===== src/rtl/drive_cmd_pkg.sv =====
// Package with offsets, field positions and reset values of the drive command block.
`default_nettype none

package drive_cmd_pkg;

  // Register byte offsets on the bus.
  localparam logic [7:0] OFS_CMD      = 8'h00;
  localparam logic [7:0] OFS_CONFIG   = 8'h04;
  localparam logic [7:0] OFS_ACTIVE   = 8'h08;
  localparam logic [7:0] OFS_STATE    = 8'h0c;
  localparam logic [7:0] OFS_DECODED  = 8'h10;
  localparam logic [7:0] OFS_COUNTS   = 8'h14;

  // Command word field positions.
  localparam int CMD_PRESET_LO = 0;
  localparam int CMD_DC_BRAKE  = 2;
  localparam int CMD_COAST     = 3;
  localparam int CMD_QSTOP     = 4;
  localparam int CMD_HOLD      = 5;
  localparam int CMD_RAMPSTART = 6;
  localparam int CMD_RESET     = 7;
  localparam int CMD_JOG       = 8;
  localparam int CMD_RAMP2     = 9;
  localparam int CMD_VALID     = 10;
  localparam int CMD_RELAY1    = 11;
  localparam int CMD_RELAY4    = 12;
  localparam int CMD_SETUP_LO  = 13;
  localparam int CMD_REVERSE   = 15;

  // Configuration register field positions.
  localparam int CFG_RELAY1_LO = 0;
  localparam int CFG_RELAY4_LO = 8;
  localparam int CFG_MULTI     = 16;
  localparam int CFG_REVSRC_LO = 18;

  // Relay function selection codes that follow the command word.
  localparam logic [5:0] RELAY_FOLLOW_BIT11 = 6'h24;
  localparam logic [5:0] RELAY_FOLLOW_BIT12 = 6'h25;

  // Reversing source codes.
  localparam logic [1:0] REVSRC_DIGITAL = 2'h0;
  localparam logic [1:0] REVSRC_SERIAL  = 2'h1;
  localparam logic [1:0] REVSRC_AND     = 2'h2;
  localparam logic [1:0] REVSRC_OR      = 2'h3;

  // Reset values.
  localparam logic [15:0] CMD_RESET_VALUE    = 16'h0000;
  localparam logic [19:0] CONFIG_RESET_VALUE = 20'h00000;
  localparam logic [15:0] STATE_RESET_VALUE  = 16'h0000;
  localparam logic [15:0] COUNT_RESET_VALUE  = 16'h0000;

endpackage : drive_cmd_pkg

`default_nettype wire


===== src/rtl/drive_command_status_words.sv =====
// Command word decoder and status word builder with an AHB-Lite register slave.
//
// Chosen here: the placing of the registers and the AHB-Lite register port.
`default_nettype none

// How it works
// Command bits 1:0 index one of four preset references.
// Command bit 2 low requests DC braking then stop; high allows ramping.
// Command bit 3 low disables the output stage at once; motor coasts.
// Command bit 4 low requests a quick stop on the quick-stop ramp.
// Command bit 5 low freezes the present output frequency.
// While frozen, only coast, DC brake or digital stop inputs may stop.
// Command bit 6 low ramps down to stop; high permits start.
// Trip reset fires only on a rising edge of command bit 7.
// Command bit 8 high selects the jog speed as target.
// Command bit 9 selects ramp set 1 (low) or ramp set 2 (high).
// A command word with bit 10 low is ignored entirely.
// Bits 11 and 12 drive relays 01 and 04 when configured codes 36, 37.
// Bits 14:13 select set-up 1 to 4, only in multi set-up mode.
// Bit 15 reverses only when reversing source is serial, OR or AND.
// Status bit 0 shows controls ready with no trip active; bits 1, 2 show drive ready, motor enable.
// Status bits 3, 4, 6 flag trip, error, locked trip; bit 5 unused.
// Status bit 7 flags a warning; bit 8 speed equals reference.
// Status bit 9 low when local; bus commands are then refused.
// Status bit 10 high while output frequency is inside both limits.
// Status bit 11 high on start signal or nonzero output frequency.
// Status bits 12 to 15 flag overtemp, DC link, current and thermal timer.
// Lost link or internal fault forces the whole status word to zero.
// Status bit 5 is always zero; an accepted word registers in one cycle.

module drive_command_status_words (
  // Clock and reset.
  input  wire logic        clk_sys,
  input  wire logic        resetn,
  // AHB-Lite slave.
  input  wire logic        hsel,
  input  wire logic [31:0] haddr,
  input  wire logic [1:0]  htrans,
  input  wire logic        hwrite,
  input  wire logic [2:0]  hsize,
  input  wire logic [31:0] hwdata,
  input  wire logic        hready,
  output logic             hreadyout,
  output logic             hresp,
  output logic [31:0]      hrdata,
  // Drive state from the control core.
  input  wire logic        controlReady,
  input  wire logic        driveReady,
  input  wire logic        motorEnabled,
  input  wire logic        tripActive,
  input  wire logic        errorNoTrip,
  input  wire logic        tripLocked,
  input  wire logic        warningActive,
  input  wire logic        speedAtReference,
  input  wire logic        localStopReset,
  input  wire logic        referenceSiteLocal,
  input  wire logic        atLowSpeedLimit,
  input  wire logic        atHighSpeedLimit,
  input  wire logic        startSignal,
  input  wire logic        outputFreqNonzero,
  input  wire logic        overTempAutoRestart,
  input  wire logic        dcLinkOutOfRange,
  input  wire logic        currentLimitExceeded,
  input  wire logic        thermalTimerOver,
  input  wire logic        linkLost,
  input  wire logic        internalCommFault,
  // Digital input functions from the terminal logic.
  input  wire logic        diDcBrake,
  input  wire logic        diCoast,
  input  wire logic        diResetCoast,
  input  wire logic        diReverse,
  // Decoded commands.
  output logic [1:0]       presetSelect,
  output logic             dcBrakeRequest,
  output logic             coastRequest,
  output logic             quickStopRequest,
  output logic             frequencyHold,
  output logic             rampStopRequest,
  output logic             tripResetPulse,
  output logic             jogSelect,
  output logic             rampSet2,
  output logic             relay01,
  output logic             relay04,
  output logic [1:0]       setupSelect,
  output logic             reverseRequest,
  output logic             digitalStopRequest,
  // Status word to the master.
  output logic [15:0]      drive_state_word
);

  // Relay follows its command bit only when its function code matches.
  function automatic logic relayDrive(input logic [5:0] code, input logic [5:0] want, input logic cmdBit);
    relayDrive = (code == want) && cmdBit;
  endfunction : relayDrive

  // Address phase capture.
  logic       dataPhase;
  logic       dataWrite;
  logic [7:0] dataAddr;

  // Software visible state.
  logic [15:0] activeWord;
  logic [19:0] configWord;
  logic [15:0] acceptCount;
  logic [15:0] ignoreCount;

  wire        addrTaken     = hsel && htrans[1] && hready;
  wire        wordSize      = (hsize == 3'h2);
  wire [7:0]  addrOffset    = haddr[7:0];
  wire        addrUpper     = (haddr[31:8] == 24'h000000);

  wire        writeCmd      = dataPhase && dataWrite && (dataAddr == drive_cmd_pkg::OFS_CMD);
  wire        writeConfig   = dataPhase && dataWrite && (dataAddr == drive_cmd_pkg::OFS_CONFIG);
  wire        writeCounts   = dataPhase && dataWrite && (dataAddr == drive_cmd_pkg::OFS_COUNTS);

  // Bus control is refused while local stop/reset or a local reference site holds.
  wire        busControlOk  = !(localStopReset || referenceSiteLocal);
  wire [15:0] incomingWord  = hwdata[15:0];
  wire        wordValid     = incomingWord[drive_cmd_pkg::CMD_VALID];
  wire        acceptWord    = writeCmd && wordValid && busControlOk;
  wire        ignoreWord    = writeCmd && !acceptWord;

  // The new word takes effect on the very edge that stores it.
  wire [15:0] next_active   = acceptWord ? incomingWord : activeWord;

  // Configuration fields.
  wire [5:0]  relay1Code    = configWord[drive_cmd_pkg::CFG_RELAY1_LO +: 6];
  wire [5:0]  relay4Code    = configWord[drive_cmd_pkg::CFG_RELAY4_LO +: 6];
  wire        multiSetup    = configWord[drive_cmd_pkg::CFG_MULTI];
  wire [1:0]  reverseSource = configWord[drive_cmd_pkg::CFG_REVSRC_LO +: 2];

  // Command decode from the next accepted word.
  wire [1:0]  next_preset   = next_active[drive_cmd_pkg::CMD_PRESET_LO +: 2];
  wire        next_dcBrake  = !next_active[drive_cmd_pkg::CMD_DC_BRAKE];
  wire        next_coast    = !next_active[drive_cmd_pkg::CMD_COAST];
  wire        next_hold     = !next_active[drive_cmd_pkg::CMD_HOLD];
  // Ramped stops are blocked while the frequency is frozen.
  wire        next_qstop    = !next_active[drive_cmd_pkg::CMD_QSTOP] && !next_hold;  // see
  wire        next_rampStop = !next_active[drive_cmd_pkg::CMD_RAMPSTART] && !next_hold;  // see
  wire        next_diStop   = diDcBrake || diCoast || diResetCoast;
  wire        resetEdge     = acceptWord && incomingWord[drive_cmd_pkg::CMD_RESET]
                              && !activeWord[drive_cmd_pkg::CMD_RESET];
  wire        next_jog      = next_active[drive_cmd_pkg::CMD_JOG];
  wire        next_ramp2    = next_active[drive_cmd_pkg::CMD_RAMP2];
  wire        next_relay01  = relayDrive(relay1Code, drive_cmd_pkg::RELAY_FOLLOW_BIT11,
                                         next_active[drive_cmd_pkg::CMD_RELAY1]);
  wire        next_relay04  = relayDrive(relay4Code, drive_cmd_pkg::RELAY_FOLLOW_BIT12,
                                         next_active[drive_cmd_pkg::CMD_RELAY4]);
  wire [1:0]  next_setup    = multiSetup ? next_active[drive_cmd_pkg::CMD_SETUP_LO +: 2] : 2'h0;

  wire        cmdReverse    = next_active[drive_cmd_pkg::CMD_REVERSE];
  logic       next_reverse;
  always_comb begin
    case (reverseSource)
      drive_cmd_pkg::REVSRC_DIGITAL: next_reverse = diReverse;
      drive_cmd_pkg::REVSRC_SERIAL:  next_reverse = cmdReverse;
      drive_cmd_pkg::REVSRC_AND:     next_reverse = cmdReverse && diReverse;
      drive_cmd_pkg::REVSRC_OR:      next_reverse = cmdReverse || diReverse;
      default:                       next_reverse = diReverse;
    endcase
  end

  // Status word assembly.
  wire        insideLimits  = !(atLowSpeedLimit || atHighSpeedLimit);
  wire        inOperation   = startSignal || outputFreqNonzero;
  wire        statusBlocked = linkLost || internalCommFault;
  wire [15:0] rawStatus     = {thermalTimerOver,
                               currentLimitExceeded,
                               dcLinkOutOfRange,
                               overTempAutoRestart,
                               inOperation,
                               insideLimits,
                               busControlOk,
                               speedAtReference,
                               warningActive,
                               tripLocked,
                               1'b0,  // see
                               errorNoTrip,
                               tripActive,
                               motorEnabled,
                               driveReady,
                               controlReady && !tripActive};
  wire [15:0] next_state    = statusBlocked ? 16'h0000 : rawStatus;

  // Read multiplexer, sampled in the address phase.
  wire [31:0] decodedView   = {16'h0000,
                               digitalStopRequest, reverseRequest, setupSelect,
                               relay04, relay01, rampSet2, jogSelect,
                               tripResetPulse, rampStopRequest, frequencyHold, quickStopRequest,
                               coastRequest, dcBrakeRequest, presetSelect};
  logic [31:0] next_rdata;
  always_comb begin
    next_rdata = 32'h00000000;
    if (addrTaken && !hwrite && wordSize && addrUpper) begin
      case (addrOffset)
        drive_cmd_pkg::OFS_CMD:     next_rdata = {16'h0000, activeWord};
        drive_cmd_pkg::OFS_CONFIG:  next_rdata = {12'h000, configWord};
        drive_cmd_pkg::OFS_ACTIVE:  next_rdata = {16'h0000, activeWord};
        drive_cmd_pkg::OFS_STATE:   next_rdata = {16'h0000, drive_state_word};
        drive_cmd_pkg::OFS_DECODED: next_rdata = decodedView;
        drive_cmd_pkg::OFS_COUNTS:  next_rdata = {ignoreCount, acceptCount};
        default:                    next_rdata = 32'h00000000;
      endcase
    end
  end

  // Bus slave: zero wait states, always OKAY.
  always_ff @(posedge clk_sys or negedge resetn) begin
    if (!resetn) begin
      dataPhase <= 1'b0;
      dataWrite <= 1'b0;
      dataAddr  <= 8'h00;
      hrdata    <= 32'h00000000;
      hreadyout <= 1'b1;
      hresp     <= 1'b0;
    end else begin
      dataPhase <= addrTaken && wordSize && addrUpper;
      dataWrite <= hwrite;
      dataAddr  <= addrOffset;
      hrdata    <= next_rdata;
      hreadyout <= 1'b1;
      hresp     <= 1'b0;
    end
  end

  // Software registers and word counters.
  always_ff @(posedge clk_sys or negedge resetn) begin
    if (!resetn) begin
      activeWord <= drive_cmd_pkg::CMD_RESET_VALUE;
    end else begin
      activeWord <= next_active;
    end
  end

  always_ff @(posedge clk_sys or negedge resetn) begin
    if (!resetn) begin
      configWord <= drive_cmd_pkg::CONFIG_RESET_VALUE;
    end else if (writeConfig) begin
      configWord <= hwdata[19:0];
    end
  end

  always_ff @(posedge clk_sys or negedge resetn) begin
    if (!resetn) begin
      acceptCount <= drive_cmd_pkg::COUNT_RESET_VALUE;
      ignoreCount <= drive_cmd_pkg::COUNT_RESET_VALUE;
    end else if (writeCounts) begin
      acceptCount <= drive_cmd_pkg::COUNT_RESET_VALUE;
      ignoreCount <= drive_cmd_pkg::COUNT_RESET_VALUE;
    end else begin
      acceptCount <= acceptCount + {15'h0, acceptWord};
      ignoreCount <= ignoreCount + {15'h0, ignoreWord};
    end
  end

  // Decoded command outputs.
  always_ff @(posedge clk_sys or negedge resetn) begin
    if (!resetn) begin
      presetSelect <= 2'h0;
    end else begin
      presetSelect <= next_preset;
    end
  end

  always_ff @(posedge clk_sys or negedge resetn) begin
    if (!resetn) begin
      dcBrakeRequest <= 1'b1;
    end else begin
      dcBrakeRequest <= next_dcBrake;
    end
  end

  always_ff @(posedge clk_sys or negedge resetn) begin
    if (!resetn) begin
      coastRequest <= 1'b1;
    end else begin
      coastRequest <= next_coast;
    end
  end

  always_ff @(posedge clk_sys or negedge resetn) begin
    if (!resetn) begin
      quickStopRequest <= 1'b0;
    end else begin
      quickStopRequest <= next_qstop;
    end
  end

  always_ff @(posedge clk_sys or negedge resetn) begin
    if (!resetn) begin
      frequencyHold <= 1'b1;
    end else begin
      frequencyHold <= next_hold;
    end
  end

  always_ff @(posedge clk_sys or negedge resetn) begin
    if (!resetn) begin
      rampStopRequest <= 1'b0;
    end else begin
      rampStopRequest <= next_rampStop;
    end
  end

  always_ff @(posedge clk_sys or negedge resetn) begin
    if (!resetn) begin
      tripResetPulse <= 1'b0;
    end else begin
      tripResetPulse <= resetEdge;
    end
  end

  always_ff @(posedge clk_sys or negedge resetn) begin
    if (!resetn) begin
      jogSelect <= 1'b0;
    end else begin
      jogSelect <= next_jog;
    end
  end

  always_ff @(posedge clk_sys or negedge resetn) begin
    if (!resetn) begin
      rampSet2 <= 1'b0;
    end else begin
      rampSet2 <= next_ramp2;
    end
  end

  always_ff @(posedge clk_sys or negedge resetn) begin
    if (!resetn) begin
      relay01 <= 1'b0;
    end else begin
      relay01 <= next_relay01;
    end
  end

  always_ff @(posedge clk_sys or negedge resetn) begin
    if (!resetn) begin
      relay04 <= 1'b0;
    end else begin
      relay04 <= next_relay04;
    end
  end

  always_ff @(posedge clk_sys or negedge resetn) begin
    if (!resetn) begin
      setupSelect <= 2'h0;
    end else begin
      setupSelect <= next_setup;
    end
  end

  always_ff @(posedge clk_sys or negedge resetn) begin
    if (!resetn) begin
      reverseRequest <= 1'b0;
    end else begin
      reverseRequest <= next_reverse;
    end
  end

  always_ff @(posedge clk_sys or negedge resetn) begin
    if (!resetn) begin
      digitalStopRequest <= 1'b0;
    end else begin
      digitalStopRequest <= next_diStop;
    end
  end

  // Status word register.
  always_ff @(posedge clk_sys or negedge resetn) begin
    if (!resetn) begin
      drive_state_word <= drive_cmd_pkg::STATE_RESET_VALUE;
    end else begin
      drive_state_word <= next_state;
    end
  end

endmodule : drive_command_status_words

`default_nettype wire


===== config.mk =====
export PLATFORM = sky130hd
export DESIGN_NAME = drive_command_status_words
export DESIGN_NICKNAME = d
export VERILOG_FILES = /design/src/rtl/drive_cmd_pkg.sv /design/src/rtl/drive_command_status_words.sv
export SDC_FILE = /design/constraint.sdc
export NUM_CORES = 1
export LEC_CHECK = 0
export BUFFER_PORTS_ARGS = -buffer_cell sky130_fd_sc_hd__buf_4
export CAP_MARGIN = 25
export CORE_MARGIN = 2
export CORE_UTILIZATION = 40
export CTS_BUF_LIST = sky130_fd_sc_hd__clkbuf_4 sky130_fd_sc_hd__clkbuf_8
export CTS_CLUSTER_DIAMETER = 50
export CTS_CLUSTER_SIZE = 16
export DETAILED_ROUTE_END_ITERATION = 10
export PLACE_DENSITY = 0.71
export SYNTH_ARGS = -nofsm -noshare
export SYNTH_HDL_FRONTEND = slang
export SYNTH_SLANG_ARGS = --single-unit

===== constraint.sdc =====
create_clock -name clk_sys -period 3.8 [get_ports clk_sys]
set_input_delay 0.38 -clock clk_sys [delete_from_list [all_inputs] [get_ports clk_sys]]
set_output_delay 0.38 -clock clk_sys [all_outputs]
set_load 0.1 [all_outputs]

=== Yosys cells after proc, flatten, opt, wreduce, memory -nomap -nowiden ===
Index checks and enable logic that the tools add are counted.

* Register bits: 142
* Input bits: 98
* Output and inout port bits: 66
* Word-level logic and storage cells: 92

* Add/sub/neg operators: 2
* Equal/unequal tests: 13
* Muxes and demuxes: 8
* Reduce and logical (&&, ||, !) cells: 45

{| class="wikitable"
|+ Operators by type and width
! kind !! number
|-
| case mux 32 bit (5 select lines) || 1
|-
| two-way mux 16 bit || 4
|-
| adder 16 x 1 -> 16 bit || 2
|-
| two-way mux 32 bit || 1
|-
| equality test 8 x 5 -> 1 bit (second input constant) || 3
|-
| logical NOT 24 bit || 1
|-
| logical AND 1 bit || 22
|-
| equality test 8 x 3 -> 1 bit (second input constant) || 2
|-
| equality test 8 x 4 -> 1 bit (second input constant) || 2
|-
| logical NOT 8 bit || 2
|-
| equality test 6 bit (second input constant) || 2
|-
| logical NOT 1 bit || 11
|-
| logical OR 1 bit || 7
|-
| equality test 2 bit (second input constant) || 2
|-
| case mux 1 bit (4 select lines) || 1
|-
| equality test 3 x 2 -> 1 bit (second input constant) || 1
|-
| equality test 2 x 1 -> 1 bit (second input constant) || 1
|-
| logical NOT 2 bit || 1
|-
| two-way mux 2 bit || 1
|-
| OR reduction 2 bit || 1
|}

=== Logic depth before layout (Yosys ltp) ===
* Depth after elaboration: 8
* Mapped depth: 11
* Depth with buffers taken out: 9

=== Worst setup path after synthesis ===
No wires, ideal clock.

* Kind: reg-to-reg
* Start point: reg dataAddr[1]
* End point: reg acceptCount[15]
* Setup time: 78 ps
* Arrival time: 2,811 ps
* Path slack: 911 ps
* Cell stages (with the launch flop): 11
* Buffers on the path: 2
* Cell sequence: dfrtp_1 -> or4_4 -> or4_4 -> buf_6 -> clkinv_4 -> buf_6 -> ha_1 -> and4_1 -> nand4_1 -> or3_1 -> a21oi_1

* Longest elaborated chain between the ends: 6

{| class="wikitable"
|+ Ends and longest elaborated chain
! what !! line !! RTL
|-
| from (decl) || drive_command_status_words.sv:99 || <nowiki>logic [7:0] dataAddr;</nowiki>
|-
| from (signal assigned) || drive_command_status_words.sv:219 || <nowiki>dataAddr <= addrOffset;</nowiki>
|-
| logical NOT 8 bit || drive_command_status_words.sv:112 || <nowiki>wire writeCmd = dataPhase && dataWrite && (dataAddr == drive_cmd_pkg::OFS_CMD);</nowiki>
|-
| logical AND 1 bit || drive_command_status_words.sv:112 ||
|-
| logical AND 1 bit (2 in a row) || drive_command_status_words.sv:120 || <nowiki>wire acceptWord = writeCmd && wordValid && busControlOk;</nowiki>
|-
| adder 16 x 1 -> 16 bit || drive_command_status_words.sv:251 || <nowiki>acceptCount <= acceptCount + {15'h0, acceptWord};</nowiki>
|-
| two-way mux 16 bit * || drive_command_status_words.sv:247 || <nowiki>end else if (writeCounts) begin</nowiki>
|-
| to (signal assigned) || drive_command_status_words.sv:245 || <nowiki>acceptCount <= drive_cmd_pkg::COUNT_RESET_VALUE;</nowiki>
|-
| to (signal assigned) || drive_command_status_words.sv:248 || <nowiki>acceptCount <= drive_cmd_pkg::COUNT_RESET_VALUE;</nowiki>
|-
| to (signal assigned) || drive_command_status_words.sv:251 ||
|-
| to (decl) || drive_command_status_words.sv:104 || <nowiki>logic [15:0] acceptCount;</nowiki>
|}

Mark *: on every way between the ends. The rest lies on a longest branch, timed or not.
A chain may end at the register's enable or synchronous reset.

=== Worst setup path in the final report ===
* Start point: reg dataAddr[1]
* End point: reg ignoreCount[15]

* Longest elaborated chain between the ends: 8

{| class="wikitable"
|+ Ends and longest elaborated chain
! what !! line !! RTL
|-
| logical NOT 8 bit || drive_command_status_words.sv:112 ||
|-
| logical AND 1 bit || drive_command_status_words.sv:112 ||
|-
| logical AND 1 bit (2 in a row) || drive_command_status_words.sv:120 ||
|-
| logical NOT 1 bit || drive_command_status_words.sv:121 || <nowiki>wire ignoreWord = writeCmd && !acceptWord;</nowiki>
|-
| logical AND 1 bit || drive_command_status_words.sv:121 ||
|-
| adder 16 x 1 -> 16 bit || drive_command_status_words.sv:252 || <nowiki>ignoreCount <= ignoreCount + {15'h0, ignoreWord};</nowiki>
|-
| two-way mux 16 bit * || drive_command_status_words.sv:247 ||
|-
| to (signal assigned) || drive_command_status_words.sv:246 || <nowiki>ignoreCount <= drive_cmd_pkg::COUNT_RESET_VALUE;</nowiki>
|-
| to (signal assigned) || drive_command_status_words.sv:249 || <nowiki>ignoreCount <= drive_cmd_pkg::COUNT_RESET_VALUE;</nowiki>
|-
| to (signal assigned) || drive_command_status_words.sv:252 ||
|-
| to (decl) || drive_command_status_words.sv:105 || <nowiki>logic [15:0] ignoreCount;</nowiki>
|}

Marked as above.

==> reports/metrics.csv <==
stage,metric,value,unit
status,status,finished clean,
worst_setup_path,ff2ff_setup_slack,660,ps
worst_setup_path,worst-path-max-fanout,8,
global_route,grt_overflow_total,0,
synthesis,seq_area_frac_synth,57.45,%
final_layout,nets,750,
synthesis,mappedNetlistArea,0.005974,sq mm
place,place_area,0.007201,sq mm
sta,fin_worst_skew,16.96,ps
floorplanning,die_w,126.2,um
sta,slew_viol_final,0,
worst_setup_path,critPathSlowestCell,or4_4,
synthesis,synth_edf_count,0,
worst_setup_path,cp_slowest_stage_delay,590,ps
sta,hold_violations,0,
route,first_pass_iters,5,
place,preCtsSetupSlack,653.0,ps
worst_setup_path,cp-end-kind,flip-flop,
final_layout,fin_util,52.99,%
place,dp.cells,811,
worst_setup_path,critPathRequiredTime,4150,ps
route,drtAntennaViolNets,0,
synthesis,async_reset_ff_share,100.0,%
sta,rsz0062_at_grt,no,
floorplanning,io_pins,164,
global_route,grt_pass1_wl,23280,um
final_layout,final_area,0.007731,sq mm
synthesis,syn_avg_cell_area,11.81,sq um
pwr,clkPwrFrac,44.4,%
pwr,vdd_drop_max,0.2309,mV
final_layout,layout-drive-gt1-share,34.34,%
worst_setup_path,crit_chain,"or4_4, nor3_1, nor3b_1, ha_1, nand2_1, nor4_1, a211oi_1, a31o_2",
synthesis,yosysTopAreaCellShare,56.13,%
route,drt-total-wl,14440,um
sta,tns,0,ps
floorplanning,fp.dieH,126.2,um
worst_setup_path,worstPathArrival,3490,ps
global_route,grt_pass1_vias,4566,
sta,worstMarginPinSlew,938.8,ps
route,detailroute.via_count,4379,
place,port_buffers,147,
global_route,track_usage,18.58,%
flow_run,maxCapViolations,0,
floorplanning,initial_core_util,40.95,%
pwr,p_switching,0.0007657,W
global_route,grt_max_degree,124,
final_layout,stdcell_count,845,
place,dp_hpwl,10340,um
synthesis,yosys_warnings,0,
pwr,seqPwrFrac,46.1,%
clock_network,cts_resized,0,
final_layout,num_antenna_cells,0,
route,avgViaCountPerCell,5.182,
clock_network,clockBufferDepth,2,
synthesis,synth_ff_type,dfrtp_1,
clock_network,clkTransAtPathRegs,80,ps
global_route,grt_antenna_before_repair,0,
synthesis,yosys-top-cells-count,"dfrtp_1 (134), nor2_1 (40), mux2i_1 (29), mux2_2 (28), and2_1 (27)",
sta,setup_slack,658.0,ps
sta,fmax,318.3,MHz
worst_setup_path,crit_buf_inv,0,
sta,setup_viol,0,
sta,period_share,82.68,%
sta,period_needed,3142,ps
clock_network,cts_tree,yes,
synthesis,synth_cells,506,
pwr,swShare,23.41,%
synthesis,synthDistinctLibCells,50,
clock_network,cts_sinks,137,
route,drc,0,
floorplanning,core,0.01459,sq mm
pwr,leakagePower,3.733,nW
synthesis,synth_most_common_cell,dfrtp_1,
worst_setup_path,path_delay_family,simple AND/OR/NAND/NOR gates,
floorplanning,die-area,0.01593,sq mm
final_layout,areaGrowthSynthToFinish,29.40,%
place,gp_congestion,0.8026,
route,drtIter0Drc,216,
pwr,p_int,0.002505,W
clock_network,clk_latency,460,ps
synthesis,post-synth-top-area-cell,dfrtp_1,
sta,slew_headroom,37.26,%
floorplanning,rows,44,
pwr,p_per_area,423.0,mW/mm^2
hold_path,hold_path.class,input pin to flip-flop,
route,wl_per_cell,17.09,um
synthesis,synth_area_leaders,"dfrtp_1 (56%), mux2_2 (5.3%), mux2i_1 (4.9%)",
clock_network,cts-root-buf,clkbuf_8,
worst_setup_path,path_class,flip-flop to flip-flop,
pwr,comb_power_share,9.4,%
synthesis,synth_seq_cells,137,
final_layout,fill_cells,1258,
clock_network,cts_made_buffers,17,
clock_network,htree_num_levels,4,
worst_setup_path,startpoint_type,flip-flop,
[worst paths after layout]
check	startpoint	endpoint	depth (start not counted)
worst max-delay path	dataAddr[1]$_DFF_PN0_	ignoreCount[15]$_DFF_PN0_	8
worst min-delay path	haddr[5]	dataAddr[5]$_DFF_PN0_	1
worst max register to register	dataAddr[1]$_DFF_PN0_	ignoreCount[15]$_DFF_PN0_	8
worst min register to register	activeWord[3]$_DFF_PN0_	coastRequest$_DFF_PN1_	1
max in group asynchronous	resetn	hrdata[29]$_DFF_PN0_	3
min in group asynchronous	resetn	hrdata[4]$_DFF_PN0_	2
[power groups by stage]
stage	clock network, W	registers, W	logic [W]
floorplan	0	0.00160	0.000102
global placement	0	0.00153	0.000301
detailed placement	0	0.00154	0.000306
CTS	0.00148	0.00151	0.000307
global route	0.00154	0.00151	0.000332
finish	0.00145	0.00151	0.000309
[state kept, by name (all words and copies together) (netlist names), 2 cells and up]
| signal | cells |
|---|---|
| acceptCount | 16 |
| activeWord | 15 |
| configWord | 20 |
| dataAddr | 8 |
| drive_state_word | 15 |
| hrdata | 32 |
| ignoreCount | 16 |
| setupSelect | 2 |
[layer usage]
layer  global-route usage, %  routed length, um
met1                   22.71               6121
met4                   6.270                218
met2                   30.65               7055
met5                       0                  0
met3                   6.712               1046
[layout make-up]
type                            count  area, sq um  share of cell area, %
Sequential cell                   137         3432                  44.39
Multi-Input combinational cell    326         2347                  30.36
Clock buffer                       21        276.5                  3.577
Tap cell                          184        230.2                  2.978
Timing Repair Buffer              153         1175                  15.20
Inverter                           13        53.80                 0.6959
Clock inverter                     11        216.5                  2.800
[repair_timing]
item / CTS / global route
buffers inserted: 0 / 0
hold endpoints to repair: 0 / 51
setup endpoints to repair: 0 / 0
hold buffers: 0 / 1
[through the flow]
step | hold WS, ps | total power, W
6_report | 47.67 | 0.003270
3_3_place_gp | 428.4 | 0.001836
5_1_grt | 18.09 | 0.003382
3_5_place_dp | 428.9 | 0.001842
4_1_cts | 23.50 | 0.003291
2_1_floorplan | 84.41 | 0.001700
[cells by family after synthesis]
group / after synthesis / synth area share [%]
compound gates: 50 / 5.550
xor+xnor: 24 / 3.518
fa+ha+maj: 4 / 0.8377
buf+inv: 44 / 3.414
flops: 137 / 57.45
mux: 65 / 11.77
other cells: 2 / 0.1257
simple gates: 180 / 17.34
[placed cells by master, fill, tap and decap left out, drive strengths merged, types with 15 or more instances in the layout]
master  count
a21oi      15
dfrtp     134
mux2       36
nor3       25
clkbuf     21
and2       27
buf       152
nor2       40
mux2i      29
Power figures use the tool's default switching activity.
